File: src/include/synth_pkg.sv
package synth_pkg;

	// Serial word and latch bank
	localparam int WORD_W = 32;
	localparam int SEL_W = 3;
	localparam int NUM_LATCH = 8;
	localparam logic [31:0] LATCH_RST = 32'h0000_0000;
	localparam logic [2:0] R0_IDX = 3'h0;
	localparam logic [2:0] R1_IDX = 3'h1;
	localparam logic [2:0] R2_IDX = 3'h2;
	localparam logic [2:0] R3_IDX = 3'h3;
	localparam logic [2:0] R5_IDX = 3'h5;

	// Latch 0 fields
	localparam int MUX_LSB = 27;
	localparam int MUX_W = 4;
	localparam int INT_LSB = 15;
	localparam int INT_W = 12;
	localparam int DIVIDE_NUMERATOR_MSB_LSB = 3;
	localparam int DIVIDE_NUMERATOR_MSB_W = 12;

	// Latch 1 fields (double buffered)
	localparam int DIVIDE_NUMERATOR_LSB_LSB = 15;
	localparam int DIVIDE_NUMERATOR_LSB_W = 13;

	// Latch 2 fields (double buffered)
	localparam int RCNT_LSB = 15;
	localparam int RCNT_W = 5;

	// Latch 3 mode bits
	localparam int OFFSET_OFF_BIT = 10;
	localparam int KEY_EN_BIT = 11;

	// Latch 5 keying deviation
	localparam int DEV_LSB = 3;
	localparam int DEV_W = 16;

	// Divider and modulator
	localparam int DIVIDE_NUMERATOR_W = 25;
	localparam logic [11:0] INT_MIN = 12'h017;
	localparam logic [11:0] INT_MAX = 12'hFFF;
	localparam logic [4:0] RCNT_MAX = 5'h1F;

	// Observation select codes
	localparam logic [3:0] OBS_LOW = 4'h0;
	localparam logic [3:0] OBS_HIGH = 4'h1;
	localparam logic [3:0] OBS_PFD = 4'h2;
	localparam logic [3:0] OBS_CARRY = 4'h3;
	localparam logic [3:0] OBS_KEY = 4'h4;
	localparam logic [3:0] OBS_VALID = 4'h5;
	localparam logic [3:0] OBS_ENABLE = 4'h6;

endpackage

File: src/divide_numerator_accum.sv
module divide_numerator_accum #(
	parameter int DIVIDE_NUMERATOR_W = synth_pkg::DIVIDE_NUMERATOR_W
) (
	input wire logic clk_in, // System clock
	input wire logic rst_n_in, // Synchronised reset, active low
	input wire logic step_in, // Phase detector tick
	input wire logic [DIVIDE_NUMERATOR_W-1:0] divide_numerator_in, // Fraction numerator
	input wire logic half_lsb_in, // Adds the half-step offset
	output logic carry_out, // Carry of the latest step
	output logic [DIVIDE_NUMERATOR_W:0] acc_out // Accumulator in half-step units
);

	logic [DIVIDE_NUMERATOR_W:0] acc_r;
	logic [DIVIDE_NUMERATOR_W:0] acc_nxt;
	logic carry_r;
	logic carry_nxt;
	logic [DIVIDE_NUMERATOR_W+1:0] sum;

	// Modulus is 2^(DIVIDE_NUMERATOR_W+1) half steps; the extra half step is the fixed offset
	always_comb begin
		sum = {1'b0, acc_r} + {1'b0, divide_numerator_in, half_lsb_in}; // [RULE6] [RULE7]
		acc_nxt = acc_r;
		carry_nxt = carry_r;
		if (step_in) begin
			acc_nxt = sum[DIVIDE_NUMERATOR_W:0];
			carry_nxt = sum[DIVIDE_NUMERATOR_W+1];
		end
	end

	always_ff @(posedge clk_in or negedge rst_n_in) begin
		if (!rst_n_in) begin
			acc_r <= '0;
			carry_r <= 1'b0;
		end else begin
			acc_r <= acc_nxt;
			carry_r <= carry_nxt;
		end
	end

	assign carry_out = carry_r;
	assign acc_out = acc_r;
endmodule

File: src/serial_shifter.sv
module serial_shifter #(
	parameter int WORD_W = synth_pkg::WORD_W
) (
	input wire logic clk_in, // System clock
	input wire logic rst_n_in, // Synchronised reset, active low
	input wire logic shift_in, // Serial clock rising edge pulse
	input wire logic data_in, // Sampled serial data
	output logic [WORD_W-1:0] word_out // Shift register contents
);

	logic [WORD_W-1:0] shift_r;
	logic [WORD_W-1:0] shift_nxt;

	// First bit in ends at the top, so the last three bits land in [2:0]
	always_comb begin
		shift_nxt = shift_r;
		if (shift_in) begin
			shift_nxt = {shift_r[WORD_W-2:0], data_in}; // [RULE1] [RULE2] [RULE14]
		end
	end

	always_ff @(posedge clk_in or negedge rst_n_in) begin
		if (!rst_n_in) begin
			shift_r <= '0;
		end else begin
			shift_r <= shift_nxt;
		end
	end

	assign word_out = shift_r;

endmodule

File: src/synth_serial_load_and_divider.sv
// Contract
// [RULE1] Sample serial data on serial clock rise
// [RULE2] Word arrives MSB first, select bits last
// [RULE3] Load strobe high copies word into one latch
// [RULE4] Chip enable low: power down, pump three-state
// [RULE5] Integer divide ratio valid from 23 to 4095
// [RULE6] Fraction modulus is two to the 25
// [RULE7] Modulator adds half-step offset unless disabled
// [RULE8] Power down opens series, closes shunt switch
// [RULE9] Keying symbol input steers keying and ramps; code only switches the deviation in one step, no ramp
// [RULE10] Observation pin shows a selectable internal signal
// [RULE11] 32-bit shifter; select 000..111 picks latch 0..7
// [RULE12] Buffered settings apply after next latch 0 write
// [RULE13] Select code sits in word bits 2..0
// [RULE14] Shifter keeps last 32 bits until loaded
module synth_serial_load_and_divider (
	input wire logic clk_in, // 100 MHz system clock
	input wire logic rst_n_in, // Asynchronous reset, active low
	input wire logic serial_clock_in, // Serial clock from host
	input wire logic serial_data_in, // Serial data from host
	input wire logic load_strobe_in, // Load strobe, active high
	input wire logic chip_enable_in, // Chip enable, low powers down
	input wire logic reference_input_pin_in, // Reference clock level
	input wire logic keying_symbol_input_in, // Keying symbol
	output logic observe_output_pin_out, // Multiplexed observation output
	output logic pump_oe_out, // Pump output drive enable
	output logic ref_series_switch_a_out, // Series switch A, high is closed
	output logic ref_series_switch_b_out, // Series switch B, high is closed
	output logic ref_shunt_switch_out, // Shunt switch, high is closed
	output logic power_down_out, // Device powered down
	output logic [12:0] feedback_ratio_out, // Integer plus modulator carry
	output logic ratio_valid_out, // Programmed integer within range
	output logic pfd_tick_out // Phase detector rate pulse
);

	localparam int W = synth_pkg::WORD_W;

	logic [1:0] rst_sync_r;
	logic rst_n;

	always_ff @(posedge clk_in or negedge rst_n_in) begin
		if (!rst_n_in) begin
			rst_sync_r <= 2'b00;
		end else begin
			rst_sync_r <= {rst_sync_r[0], 1'b1};
		end
	end
	assign rst_n = rst_sync_r[1];

	// Pin sampling; pins are synchronous to clk_in
	logic sclk_r;
	logic sclk_prev_r;
	logic sdata_r;
	logic load_r;
	logic ce_r;
	logic ref_r;
	logic ref_prev_r;
	logic key_r;
	logic sclk_rise;
	logic ref_rise;

	always_ff @(posedge clk_in or negedge rst_n) begin
		if (!rst_n) begin
			sclk_r <= 1'b0;
			sclk_prev_r <= 1'b0;
			sdata_r <= 1'b0;
			load_r <= 1'b0;
			ce_r <= 1'b0;
			ref_r <= 1'b0;
			ref_prev_r <= 1'b0;
			key_r <= 1'b0;
		end else begin
			sclk_r <= serial_clock_in;
			sclk_prev_r <= sclk_r;
			sdata_r <= serial_data_in;
			load_r <= load_strobe_in;
			ce_r <= chip_enable_in;
			ref_r <= reference_input_pin_in;
			ref_prev_r <= ref_r;
			key_r <= keying_symbol_input_in; // [RULE9]
		end
	end
	assign sclk_rise = sclk_r & ~sclk_prev_r; // [RULE1]
	assign ref_rise = ref_r & ~ref_prev_r;

	logic [W-1:0] shift_word;
	logic [2:0] sel;

	serial_shifter #(.WORD_W(W)) u_shifter (
		.clk_in(clk_in),
		.rst_n_in(rst_n),
		.shift_in(sclk_rise),
		.data_in(sdata_r),
		.word_out(shift_word)
	);
	assign sel = shift_word[2:0]; // [RULE13]

	// Latch bank with double-buffered copies of latches 1 and 2
	logic [W-1:0] latch_r [synth_pkg::NUM_LATCH];
	logic [W-1:0] latch_nxt [synth_pkg::NUM_LATCH];
	logic [W-1:0] r1_act_r;
	logic [W-1:0] r1_act_nxt;
	logic [W-1:0] r2_act_r;
	logic [W-1:0] r2_act_nxt;

	always_comb begin
		latch_nxt = latch_r;
		r1_act_nxt = r1_act_r;
		r2_act_nxt = r2_act_r;
		if (load_r) begin
			latch_nxt[sel] = shift_word; // [RULE3] [RULE11] [RULE14]
			if (sel == synth_pkg::R0_IDX) begin
				r1_act_nxt = latch_r[synth_pkg::R1_IDX]; // [RULE12]
				r2_act_nxt = latch_r[synth_pkg::R2_IDX]; // [RULE12]
			end
		end
	end

	always_ff @(posedge clk_in or negedge rst_n) begin
		if (!rst_n) begin
			for (int i = 0; i < synth_pkg::NUM_LATCH; i++) begin
				latch_r[i] <= synth_pkg::LATCH_RST;
			end
			r1_act_r <= synth_pkg::LATCH_RST;
			r2_act_r <= synth_pkg::LATCH_RST;
		end else begin
			latch_r <= latch_nxt;
			r1_act_r <= r1_act_nxt;
			r2_act_r <= r2_act_nxt;
		end
	end

	// Field extraction
	logic [W-1:0] r0;
	logic [W-1:0] r3;
	logic [11:0] int_val;
	logic [3:0] mux_sel;
	logic [4:0] rcnt_field;
	logic [synth_pkg::DIVIDE_NUMERATOR_W-1:0] divide_numerator_base;
	logic [synth_pkg::DIVIDE_NUMERATOR_W-1:0] divide_numerator_eff;
	logic [synth_pkg::DEV_W-1:0] dev_val;
	logic offset_on;

	assign r0 = latch_r[synth_pkg::R0_IDX];
	assign r3 = latch_r[synth_pkg::R3_IDX];
	assign int_val = r0[synth_pkg::INT_LSB +: synth_pkg::INT_W];
	assign mux_sel = r0[synth_pkg::MUX_LSB +: synth_pkg::MUX_W];
	assign rcnt_field = r2_act_r[synth_pkg::RCNT_LSB +: synth_pkg::RCNT_W];
	assign divide_numerator_base = {r0[synth_pkg::DIVIDE_NUMERATOR_MSB_LSB +: synth_pkg::DIVIDE_NUMERATOR_MSB_W],
		r1_act_r[synth_pkg::DIVIDE_NUMERATOR_LSB_LSB +: synth_pkg::DIVIDE_NUMERATOR_LSB_W]};
	assign dev_val = latch_r[synth_pkg::R5_IDX][synth_pkg::DEV_LSB +: synth_pkg::DEV_W];
	assign offset_on = ~r3[synth_pkg::OFFSET_OFF_BIT]; // [RULE7]

	// Keyed deviation wraps within the fraction; it does not reach the integer
	always_comb begin
		divide_numerator_eff = divide_numerator_base;
		if (r3[synth_pkg::KEY_EN_BIT] && key_r) begin
			divide_numerator_eff = divide_numerator_base + {{(synth_pkg::DIVIDE_NUMERATOR_W - synth_pkg::DEV_W){1'b0}}, dev_val}; // [RULE9]
		end
	end

	// Reference counter: field 0 means divide by 32
	logic [4:0] rcnt_r;
	logic [4:0] rcnt_nxt;
	logic pfd_r;
	logic pfd_nxt;
	logic [4:0] rcnt_lim;

	always_comb begin
		rcnt_lim = (rcnt_field == 5'h00) ? synth_pkg::RCNT_MAX : rcnt_field - 5'h01;
		rcnt_nxt = rcnt_r;
		pfd_nxt = 1'b0;
		if (ce_r && ref_rise) begin
			if (rcnt_r >= rcnt_lim) begin
				rcnt_nxt = 5'h00;
				pfd_nxt = 1'b1;
			end else begin
				rcnt_nxt = rcnt_r + 5'h01;
			end
		end
	end

	always_ff @(posedge clk_in or negedge rst_n) begin
		if (!rst_n) begin
			rcnt_r <= 5'h00;
			pfd_r <= 1'b0;
		end else begin
			rcnt_r <= rcnt_nxt;
			pfd_r <= pfd_nxt;
		end
	end

	logic carry;

	divide_numerator_accum #(.DIVIDE_NUMERATOR_W(synth_pkg::DIVIDE_NUMERATOR_W)) u_divide_numerator (
		.clk_in(clk_in),
		.rst_n_in(rst_n),
		.step_in(pfd_r),
		.divide_numerator_in(divide_numerator_eff),
		.half_lsb_in(offset_on),
		.carry_out(carry),
		.acc_out()
	);

	// Output group
	logic [12:0] ratio_r;
	logic [12:0] ratio_nxt;
	logic valid_r;
	logic valid_nxt;
	logic obs_r;
	logic obs_nxt;
	logic oe_r;
	logic oe_nxt;
	logic sw_ser_r;
	logic sw_ser_nxt;
	logic sw_sh_r;
	logic sw_sh_nxt;

	always_comb begin
		ratio_nxt = {1'b0, int_val} + {12'h000, carry};
		// Upper bound of 4095 is the full 12-bit field
		valid_nxt = (int_val >= synth_pkg::INT_MIN); // [RULE5]
		oe_nxt = ce_r; // [RULE4]
		sw_ser_nxt = ce_r; // [RULE8]
		sw_sh_nxt = ~ce_r; // [RULE8]
		case (mux_sel) // [RULE10]
			synth_pkg::OBS_HIGH: obs_nxt = 1'b1;
			synth_pkg::OBS_PFD: obs_nxt = pfd_r;
			synth_pkg::OBS_CARRY: obs_nxt = carry;
			synth_pkg::OBS_KEY: obs_nxt = key_r;
			synth_pkg::OBS_VALID: obs_nxt = valid_r;
			synth_pkg::OBS_ENABLE: obs_nxt = ce_r;
			default: obs_nxt = 1'b0;
		endcase
	end

	always_ff @(posedge clk_in or negedge rst_n) begin
		if (!rst_n) begin
			ratio_r <= 13'h0000;
			valid_r <= 1'b0;
			obs_r <= 1'b0;
			oe_r <= 1'b0;
			sw_ser_r <= 1'b0;
			sw_sh_r <= 1'b1;
		end else begin
			ratio_r <= ratio_nxt;
			valid_r <= valid_nxt;
			obs_r <= obs_nxt;
			oe_r <= oe_nxt;
			sw_ser_r <= sw_ser_nxt;
			sw_sh_r <= sw_sh_nxt;
		end
	end

	assign observe_output_pin_out = obs_r;
	assign pump_oe_out = oe_r;
	assign ref_series_switch_a_out = sw_ser_r;
	assign ref_series_switch_b_out = sw_ser_r;
	assign ref_shunt_switch_out = sw_sh_r;
	assign power_down_out = sw_sh_r;
	assign feedback_ratio_out = ratio_r;
	assign ratio_valid_out = valid_r;
	assign pfd_tick_out = pfd_r;
endmodule

File: config.mk
export PLATFORM = sky130hd
export DESIGN_NAME = synth_serial_load_and_divider
export DESIGN_NICKNAME = d
export VERILOG_FILES = /design/src/include/synth_pkg.sv /design/src/divide_numerator_accum.sv /design/src/serial_shifter.sv /design/src/synth_serial_load_and_divider.sv
export SDC_FILE = /design/constraint.sdc
export NUM_CORES = 1
export LEC_CHECK = 0
export BUFFER_PORTS_ARGS = -buffer_cell sky130_fd_sc_hd__buf_4
export CORE_MARGIN = 1
export CORE_UTILIZATION = 40
export CTS_BUF_LIST = sky130_fd_sc_hd__clkbuf_8
export CTS_CLUSTER_SIZE = 8
export DETAILED_ROUTE_END_ITERATION = 8
export PLACE_DENSITY = 0.66
export SLEW_MARGIN = 20
export SYNTH_ARGS = -nofsm -noshare
export SYNTH_HDL_FRONTEND = slang
export SYNTH_SLANG_ARGS = --single-unit
export TNS_END_PERCENT = 50
File: constraint.sdc
create_clock -name clk_in -period 5.4 [get_ports clk_in]
set_input_delay 0.81 -clock clk_in [delete_from_list [all_inputs] [get_ports clk_in]]
set_output_delay 0.81 -clock clk_in [all_outputs]
set_load 0.02 [all_outputs]
==> results of run 1 <==
==> synthesized netlist by cell type, drive strengths merged (5+ instances only) <==
cell    count
a21o       22
ha         52
nand2b     12
nor2b       5
dfrtp     172
nand3      24
a31oi       7
buf        17
nor3       14
and3       11
nor2       33
o21a       15
a211oi      9
nand2      64
inv        20
xnor2      22
a21oi      46
xor2       21
a21boi      5
nand4       8
o21ai      42
o311ai      7
clkbuf     15
and2        6
or3         7
mux2      123
o31ai       7
==> power by group through the flow <==
stage / combinational (mW) / clock, mW / sequential [mW]
floorplan: 0.999 / 0 / 1.70
global placement: 1.17 / 0 / 1.79
detailed placement: 1.19 / 0 / 1.80
CTS: 1.20 / 0.934 / 1.77
global route: 1.36 / 0.982 / 1.81
finish: 1.20 / 0.900 / 1.78
==> routing by layer <==
metal / vias up / track usage / share of wire
met5: - / 0 / 0
met2: 128 / 0.273 / 0.45
met3: 22 / 0.0344 / 0.041
li1: 3161 / - / -
met4: 0 / 0.0467 / 0.014
met1: 3165 / 0.246 / 0.49
==> state kept, by name (all words and copies together) (netlist names), 2 cells and up <==
name                        count
u_shifter.word_out             31
latch_r                        18
r0                             28
feedback_ratio_out             13
r1_act_r                       13
r3                              2
r2_act_r                        5
rst_sync_r                      2
dev_val                        16
u_divide_numerator.acc_out     26
rcnt_r                          5
==> final timing paths <==
kind / from / endpoint / slack [ps] / cells after the start
setup / recovery: r1_act_r[15]$_DFFE_PN0P_ / u_divide_numerator.acc_out[25]$_DFFE_PN0P_ / 1330 / 15
hold / removal: rst_n_in / rst_sync_r[1]$_DFF_PN0_ / 100 / 1
setup reg to reg: r1_act_r[15]$_DFFE_PN0P_ / u_divide_numerator.acc_out[25]$_DFFE_PN0P_ / 1330 / 15
hold reg to reg: rst_sync_r[0]$_DFF_PN0_ / rst_sync_r[1]$_DFF_PN0_ / 370 / 0
max in group asynchronous: rst_sync_r[1]$_DFF_PN0_ / u_divide_numerator.acc_out[4]$_DFFE_PN0P_ / 3710 / 1
min in group clk_in: rst_sync_r[0]$_DFF_PN0_ / rst_sync_r[1]$_DFF_PN0_ / 370 / 0
==> through the flow <==
stage / utilization / total power, mW / instance area [sq um] / std cells / setup WS [ps]
after floorplan: - / 2.70 / 9460 / 847 / 224
after global placement: 0.433 / 2.97 / 9930 / 1163 / 1470
after detailed placement: 0.433 / 2.99 / 9930 / 1163 / 1350
after CTS: 0.451 / 3.91 / 10300 / 1195 / 1360
after global routing: 0.451 / 4.15 / 10300 / 1195 / 1030
final: 0.451 / 3.88 / 10300 / 1195 / 1330
==> area by class of cell <==
class | instances | share of cell area
Clock inverter | 15 | 0.0165
Tap cell | 313 | 0.0379
Timing Repair Buffer | 35 | 0.0254
Inverter | 20 | 0.00726
Sequential cell | 173 | 0.419
Clock buffer | 17 | 0.0226
Multi-Input combinational cell | 622 | 0.471
==> logic make-up after synthesis <==
logic type,share of synthesized area
DFF,0.458
xor gates and xnor gates,0.0398
and+or+nand+nor,0.111
adders and majority gates,0.0730
AOI/OAI and AO/OA,0.142
other,0.000396
buffers and inverters,0.0290
muxes,0.147
==> flow_metrics.env, run 1 <==
export IMPL_antennaDiodeCount=0
export IMPL_initial_utilization=0.413
export IMPL_synth_largest_area_cell="dfrtp_1"
export IMPL_synth_edf_count=0
export IMPL_worst_skew_pair_late_latency_ps=460
export IMPL_synth_area_sq_mm=0.00946
export IMPL_rows=55
export IMPL_post_drt_wl_per_cell_microns=16.5
export IMPL_clockRootBuffer="clkbuf_8"
export IMPL_synth_area_top_cells="dfrtp_1, mux2_2, ha_1"
export IMPL_clock_sinks=173
export IMPL_ctsHtreeMaxLevel=4
export IMPL_period_needed_ps=4070
export IMPL_path_max_fanout=10
export IMPL_crit_type="reg2reg"
export IMPL_io_pins=29
export IMPL_synth_cell_types=79
export IMPL_grt_max_degree=71
export IMPL_core_sq_mm=0.0229
export IMPL_ctsHoldBuffers=0
export IMPL_cts_tree="yes"
export IMPL_status="complete, no violations"
export IMPL_worst_slew_pin_slew_ps=1040
export IMPL_synth_nets=909
export IMPL_io_buffers=28
export IMPL_yosysSeqAreaShare=0.458
export IMPL_die_area_sq_mm=0.0243
export IMPL_die_height_microns=156
export IMPL_drc=0
export IMPL_fillers=2124
export IMPL_yosys_warnings=0
export IMPL_setup_tns_ps=0
export IMPL_clkPwrFrac=0.232
export IMPL_vdd_drop_max_mv=0.175
export IMPL_yosys_register_bits=173
export IMPL_critPathBufInv=1
export IMPL_path_clk_slew_ps=100
export IMPL_rsz0062_at_grt="no"
export IMPL_final_common_cell="dfrtp_1"
export IMPL_antenna_left=0
export IMPL_combPwrFrac=0.310
export IMPL_skew_ps=13.9
export IMPL_switchingPower_mw=1.46
export IMPL_hpwlAfterDp_microns=14100
export IMPL_fp_dieW_microns=156
export IMPL_hold_class="in2async"
export IMPL_p_sw_frac=0.377
export IMPL_fmaxAchievable_ghz=0.246
export IMPL_intPower_mw=2.41
export IMPL_slowest_delay_ps=460
export IMPL_hold_viol=0
export IMPL_antenna_found_initial=0
export IMPL_async_flop_share=1.00
export IMPL_critPathRequiredTime_ps=5740
export IMPL_finalMaxSlewViolations=0
export IMPL_routed_via_density=5.42
export IMPL_globalplace_congestion=0.895
export IMPL_multiInputGateArea_sq_mm=0.00487
export IMPL_p_seq_frac=0.458
export IMPL_crit_chain="ha_1, inv_1, fa_1, nor2b_1, o21a_1, o211ai_2, a21oi_1, o21ai_0, xnor2_1, ha_1, nand4_1, or3_1, a21o_1, nand4_1, or3b_1"
export IMPL_syn_instance_count=847
export IMPL_synth_top_area_share=0.455
export IMPL_grt_use_total=0.175
export IMPL_cts_buffers_inserted=17
export IMPL_critPathLaunchType="flop"
export IMPL_setup_viol=0
export IMPL_fin_crit_sh=0.754
export IMPL_end_kind="flop"
export IMPL_crit_arrival_ps=4410
export IMPL_avgSynthCellArea_sq_um=11.2
export IMPL_syn_to_final_growth_pct=9.24
export IMPL_leakagePower_nw=4.96
export IMPL_whs_ps=104
export IMPL_first_pass_iters=5
export IMPL_maxCapViolations=0
export IMPL_synthFlopType="dfrtp_1"
export IMPL_crit_family="simple AND/OR/NAND/NOR gates"
export IMPL_clock_path_buffers=2
export IMPL_slew_headroom=0.301
export IMPL_drt_iter0_drc=331
export IMPL_final_cell_mix="dfrtp_1, mux2_2, nand2_1, ha_1, a21oi_1"
export IMPL_post_cts_resize_count=0
export IMPL_cp_slowest_cell="ha_1"
export IMPL_num_vias=6476
export IMPL_overflow=0
export IMPL_post_cts_setup_buffers=0
export IMPL_grt_pass1_vias=6442
export IMPL_grt_pass1_wl_microns=33400
export IMPL_power_density_mw_per_mm2=375
export IMPL_fin_nets=931
export IMPL_seqCellArea_sq_mm=0.00433
export IMPL_drive_above_1_share=0.245
export IMPL_finalWirelength_microns=19700
No activity file was read; power rests on OpenSTA's default activity.
==> run 2: changes to the inputs <==
PLACE_DENSITY = 0.64   (was 0.66)
clock period = 3.9 ns   (was 5.4 ns; I/O delays follow)
==> flow_metrics.env, run 2 (synthesis gave the netlist of run 1 again) <==
export IMPL_status="complete, no violations"
export IMPL_grt_use_total=0.177
export IMPL_finalWirelength_microns=20700
export IMPL_worst_slew_pin_slew_ps=952
export IMPL_fin_nets=950
export IMPL_critPathRequiredTime_ps=4250
export IMPL_worst_skew_pair_late_latency_ps=460
export IMPL_antenna_left=0
export IMPL_hold_viol=0
export IMPL_crit_arrival_ps=4130
export IMPL_fmaxAchievable_ghz=0.264
export IMPL_whs_ps=222
export IMPL_cp_slowest_cell="dfrtp_1"
export IMPL_first_pass_iters=5
export IMPL_largest_reg_flops=31
export IMPL_grt_max_degree=73
export IMPL_post_drt_wl_per_cell_microns=17.0
export IMPL_io_buffers=28
export IMPL_slew_headroom=0.362
export IMPL_setup_viol=0
export IMPL_placed_cells=1176
export IMPL_path_max_fanout=6
export IMPL_drive_above_1_share=0.283
export IMPL_crit_type="reg2reg"
export IMPL_multiInputGateArea_sq_mm=0.00499
export IMPL_globalplace_congestion=0.915
export IMPL_cts_buffers_inserted=17
export IMPL_hold_class="in2reg"
export IMPL_grt_pass1_vias=6448
export IMPL_io_pins=29
export IMPL_core_sq_mm=0.0229
export IMPL_critPathLaunchType="flop"
export IMPL_skew_ps=17.7
export IMPL_cts_tree="yes"
export IMPL_fillers=2123
export IMPL_die_area_sq_mm=0.0243
export IMPL_fin_crit_sh=0.970
export IMPL_final_common_cell="dfrtp_1"
export IMPL_fin_area_sq_mm=0.0106
export IMPL_syn_to_final_growth_pct=12.5
export IMPL_crit_chain="ha_1, o21ai_1, o211a_1, o31ai_4, a211oi_2, o21a_1, o31a_1, ha_2, a21o_1, o21ba_2, o21ai_0, nor2_1, a31oi_1, or3b_1"
export IMPL_overflow=0
export IMPL_stdcell_count=1214
export IMPL_grt_pass1_wl_microns=33700
export IMPL_clock_sinks=173
export IMPL_crit_family="compound AO/OA/AOI/OAI gates"
export IMPL_finalMaxSlewViolations=0
export IMPL_hpwlAfterDp_microns=14700
export IMPL_vdd_drop_max_mv=0.247
export IMPL_seqCellArea_sq_mm=0.00433
export IMPL_antenna_found_initial=0
export IMPL_fp_dieW_microns=156
export IMPL_ctsHtreeMaxLevel=4
export IMPL_antennaDiodeCount=0
export IMPL_critPathBufInv=0
export IMPL_slowest_delay_ps=430
export IMPL_drc=0
export IMPL_rows=55
export IMPL_period_needed_ps=3780
export IMPL_num_vias=6638
export IMPL_placedInstanceArea_sq_mm=0.0100
export IMPL_drt_iter0_drc=417
export IMPL_path_clk_slew_ps=110
export IMPL_total_power_mw=5.60
export IMPL_clock_path_buffers=2
export IMPL_power_density_mw_per_mm2=526
export IMPL_maxCapViolations=0
export IMPL_clockRootBuffer="clkbuf_8"
export IMPL_leakagePower_nw=5.08
export IMPL_initial_utilization=0.413
export IMPL_routed_via_density=5.47
export IMPL_end_kind="flop"
export IMPL_die_height_microns=156
export IMPL_final_cell_mix="dfrtp_1, mux2_2, nand2_1, buf_4, ha_1"
[run 2: changes by cell type in the layout (fill, tap and decap cells not counted), moves of 4 or more]
cell,change
ha_2,+5
ha_1,-8
a21oi_1,-5
a21oi_2,+5
clkinv_8,-4
buf_4,+17
[run 2: worst reg2reg max path, stage by stage, from the launching register on]
cell	delay, ps
dfrtp_1	430
ha_1	360
o21ai_1	100
o211a_1	260
o31ai_4	330
a211oi_2	140
o21a_1	200
o31a_1	290
ha_2	310
a21o_1	200
o21ba_2	250
o21ai_0	130
nor2_1	200
a31oi_1	100
or3b_1	370
[run 2: per-layer routing]
layer / track usage / up-vias / part of all wire
met3: 0.0333 / 19 / 0.030
met5: 0 / - / 0
met2: 0.278 / 108 / 0.46
met4: 0.0392 / 0 / 0.010
met1: 0.253 / 3324 / 0.50
li1: - / 3187 / -
[run 2: final timing paths]
path                       depth (start not counted)                                          to                     start  slack (ps)
min in group asynchronous                          2                     rst_sync_r[0]$_DFF_PN0_                  rst_n_in         430
hold reg to reg                                    0                     rst_sync_r[1]$_DFF_PN0_   rst_sync_r[0]$_DFF_PN0_         360
hold / removal                                     1                            load_r$_DFF_PN0_            load_strobe_in         220
setup reg to reg                                  14  u_divide_numerator.acc_out[25]$_DFFE_PN0P_  r1_act_r[18]$_DFFE_PN0P_         120
max in group asynchronous                          1   u_divide_numerator.acc_out[8]$_DFFE_PN0P_   rst_sync_r[1]$_DFF_PN0_        2430
setup / recovery                                  14  u_divide_numerator.acc_out[25]$_DFFE_PN0P_  r1_act_r[18]$_DFFE_PN0P_         120
[run 2: cell type report]
| cell class | instances | area share |
|---|---|---|
| Multi-Input combinational cell | 622 | 0.469 |
| Sequential cell | 173 | 0.407 |
| Timing Repair Buffer | 54 | 0.0395 |
| Tap cell | 313 | 0.0368 |
| Clock buffer | 19 | 0.0246 |
| Clock inverter | 13 | 0.0155 |
| Inverter | 20 | 0.00705 |
[run 2: metrics by stage]
step / utilization / setup TNS (ps) / setup slack (ps)
final: 0.464 / 0 / 118
after detailed placement: 0.438 / 0 / 73.8
after global placement: 0.438 / 0 / 132
after CTS: 0.457 / 0 / 59.6
after floorplan: - / 0 / 369
after global routing: 0.464 / -117 / -40.6
[run 2: power by group]
part	total, mW	internal, mW	switching, mW	leakage (nW)
Clock	1.36	0.633	0.723	0.221
Combinational	1.78	0.825	0.958	2.57
Sequential	2.46	2.11	0.352	2.28
[run 2: what timing repair did]
action | 4_1_cts | 5_1_grt
hold buffers | 1 | 0
endpoints found under the setup margin | 0 | 11
setup buffers | 0 | 5
resized for setup | 0 | 30
endpoints found under the hold margin | 2 | 0
==> run 3: changes to the inputs <==
ABC_AREA = 1   (was unset)
==> flow_metrics.env, run 3 <==
export IMPL_fmaxAchievable_ghz=0.287
export IMPL_initial_utilization=0.409
export IMPL_synth_area_sq_mm=0.00994
export IMPL_synthFlopType="dfrtp_1"
export IMPL_synth_xor_area_frac=0.0238
export IMPL_hold_class="in2reg"
export IMPL_period_needed_ps=3480
export IMPL_clock_sinks=173
export IMPL_overflow=0
export IMPL_io_pins=29
export IMPL_grt_pass1_vias=7703
export IMPL_path_max_fanout=6
export IMPL_fin_crit_sh=0.893
export IMPL_clock_path_buffers=2
export IMPL_setup_viol=0
export IMPL_worst_skew_pair_late_latency_ps=490
export IMPL_finalMaxSlewViolations=0
export IMPL_finalWirelength_microns=23700
export IMPL_end_kind="flop"
export IMPL_antenna_left=0
export IMPL_placed_cells=1624
export IMPL_core_sq_mm=0.0243
export IMPL_fin_nets=1382
export IMPL_cts_buffers_inserted=17
export IMPL_avgSynthCellArea_sq_um=7.68
export IMPL_synth_edf_count=0
export IMPL_drc=0
export IMPL_yosys_area_share_simple=0.269
export IMPL_antenna_found_initial=0
export IMPL_yosysMostFrequentCell="nand2_1"
export IMPL_vdd_drop_max_mv=0.220
export IMPL_setup_tns_ps=0
export IMPL_die_height_microns=160
export IMPL_worst_slew_pin_slew_ps=987
export IMPL_largest_reg_flops=31
export IMPL_fp_dieW_microns=160
export IMPL_leakagePower_nw=5.67
export IMPL_final_cell_mix="nand2_1, inv_1, dfrtp_1, o21ai_0, nor2_1"
export IMPL_drt_iter0_drc=502
export IMPL_post_cts_setup_buffers=0
export IMPL_rows=57
export IMPL_synth_area_top_cells="dfrtp_1, nand2_1, inv_1"
export IMPL_critPathLaunchType="flop"
export IMPL_io_buffers=28
export IMPL_hold_viol=0
export IMPL_grt_use_total=0.193
export IMPL_final_common_cell="nand2_1"
export IMPL_min_delay_path_depth=1
export IMPL_muxShareOfSynthArea=0.0193
export IMPL_grt_pass1_wl_microns=39200
export IMPL_maxCapViolations=0
export IMPL_timing_rr_start="r0[3]$_DFFE_PN0P_"
export IMPL_async_flop_share=1.00
export IMPL_reg2reg_depth=19
export IMPL_synth_compound_area_frac=0.0980
export IMPL_crit_type="reg2reg"
export IMPL_crit_arrival_ps=3850
export IMPL_skew_ps=26.8
export IMPL_synth_largest_area_cell="dfrtp_1"
export IMPL_die_area_sq_mm=0.0255
export IMPL_num_vias=8175
export IMPL_critPathRequiredTime_ps=4270
export IMPL_first_pass_iters=7
export IMPL_crit_path_start="r0[3]$_DFFE_PN0P_"
export IMPL_yosysSeqAreaShare=0.436
export IMPL_path_clk_slew_ps=110
export IMPL_hpwlAfterDp_microns=17800
export IMPL_rsz0062_at_grt="no"
export IMPL_syn_instance_count=1294
export IMPL_syn_to_final_growth_pct=10.1
export IMPL_ctsHtreeMaxLevel=4
export IMPL_slew_headroom=0.340
export IMPL_yosys_warnings=0
export IMPL_stdcell_count=1657
export IMPL_routed_via_density=4.93
export IMPL_power_density_mw_per_mm2=591
export IMPL_hold_start="load_strobe_in"
export IMPL_synth_top_family_by_area="simple AND/OR/NAND/NOR gates"
export IMPL_status="complete, no violations"
export IMPL_synth_cell_types=47
export IMPL_drive_above_1_share=0.101
export IMPL_synth_adder_area_share=0.0695
export IMPL_clockRootBuffer="clkbuf_8"
export IMPL_synth_top_area_share=0.433
export IMPL_synthTopCellsByCount="nand2_1, inv_1, dfrtp_1, o21ai_0, nor2_1"
export IMPL_synth_nets=1356
export IMPL_cts_tree="yes"
export IMPL_post_drt_wl_per_cell_microns=14.3
export IMPL_globalplace_congestion=0.957
export IMPL_grt_max_degree=125
export IMPL_yosys_register_bits=173
export IMPL_antennaDiodeCount=0
==> run 3: final cells by class <==
| cell class | count | area (sq um) |
|---|---|---|
| clock inverter | 15 | 175 |
| tap | 324 | 405 |
| inverter | 186 | 698 |
| multi-input combinational | 904 | 4790 |
| sequential | 173 | 4330 |
| fill | 2417 | 13400 |
| clock buffer | 17 | 234 |
| timing repair buffer | 38 | 313 |
==> run 3: cells by family (layout without fill, tap and decap cells) <==
kind of cell    Yosys count  count (layout)
mux                      17              17
buf+inv                 217             256
flops                   173             173
compound gates          186             186
fa+ha+maj                54              54
other cells               1               1
xor+xnor                 27              27
simple gates            619             619
==> run 3: repair_timing <==
action | CTS | global route
resized for setup | 0 | 0
hold endpoints to repair | 2 | 0
hold buffers | 1 | 0
==> run 3: metrics by stage <==
step	util	area, sq um	power, mW	hold slack (ps)	setup slack [ps]
after floorplan	-	9940	4.42	289	1040
after global placement	0.433	10500	5.12	341	528
after detailed placement	0.433	10500	5.15	345	483
after CTS	0.450	10900	6.50	179	463
after global routing	0.450	10900	7.00	162	116
final	0.450	10900	6.47	201	417
==> run 3: worst max-delay path: stages, from the launching register on <==
cell,delay [ps]
dfrtp_1,460
ha_1,420
nand2_1,180
nor2_1,190
and2_1,220
nand4_1,190
nand3_2,170
nand2_1,60
nand2_1,60
nand2_1,110
ha_1,400
nand2_1,110
nor2_1,230
nand2_1,110
nor2_1,110
nand2_1,80
nand3_1,100
nand2_1,50
nand3_1,90
nand2_1,60
==> run 3: final timing paths <==
check	endpoint	slack (ps)
max	u_divide_numerator.acc_out[21]$_DFFE_PN0P_	420
min	load_r$_DFF_PN0_	200
max reg2reg	u_divide_numerator.acc_out[21]$_DFFE_PN0P_	420
min reg2reg	rst_sync_r[1]$_DFF_PN0_	370
max in group asynchronous	u_divide_numerator.acc_out[14]$_DFFE_PN0P_	2950
min in group asynchronous	rst_sync_r[0]$_DFF_PN0_	410
==> run 3: routing by layer <==
layer	wire length, microns	up-vias	global-route usage
met4	332	0	0.0511
met1	11300	3822	0.265
met5	0	-	0
met2	11200	158	0.319
li1	-	4171	-
met3	864	24	0.0296
==> run 3: report_power, final <==
part	internal [mW]	leakage, nW	switching [mW]	total, mW
clock network	0.540	0.203	0.793	1.33
logic	0.957	3.19	1.74	2.69
registers	2.15	2.28	0.296	2.44
total	3.64	5.67	2.83	6.47
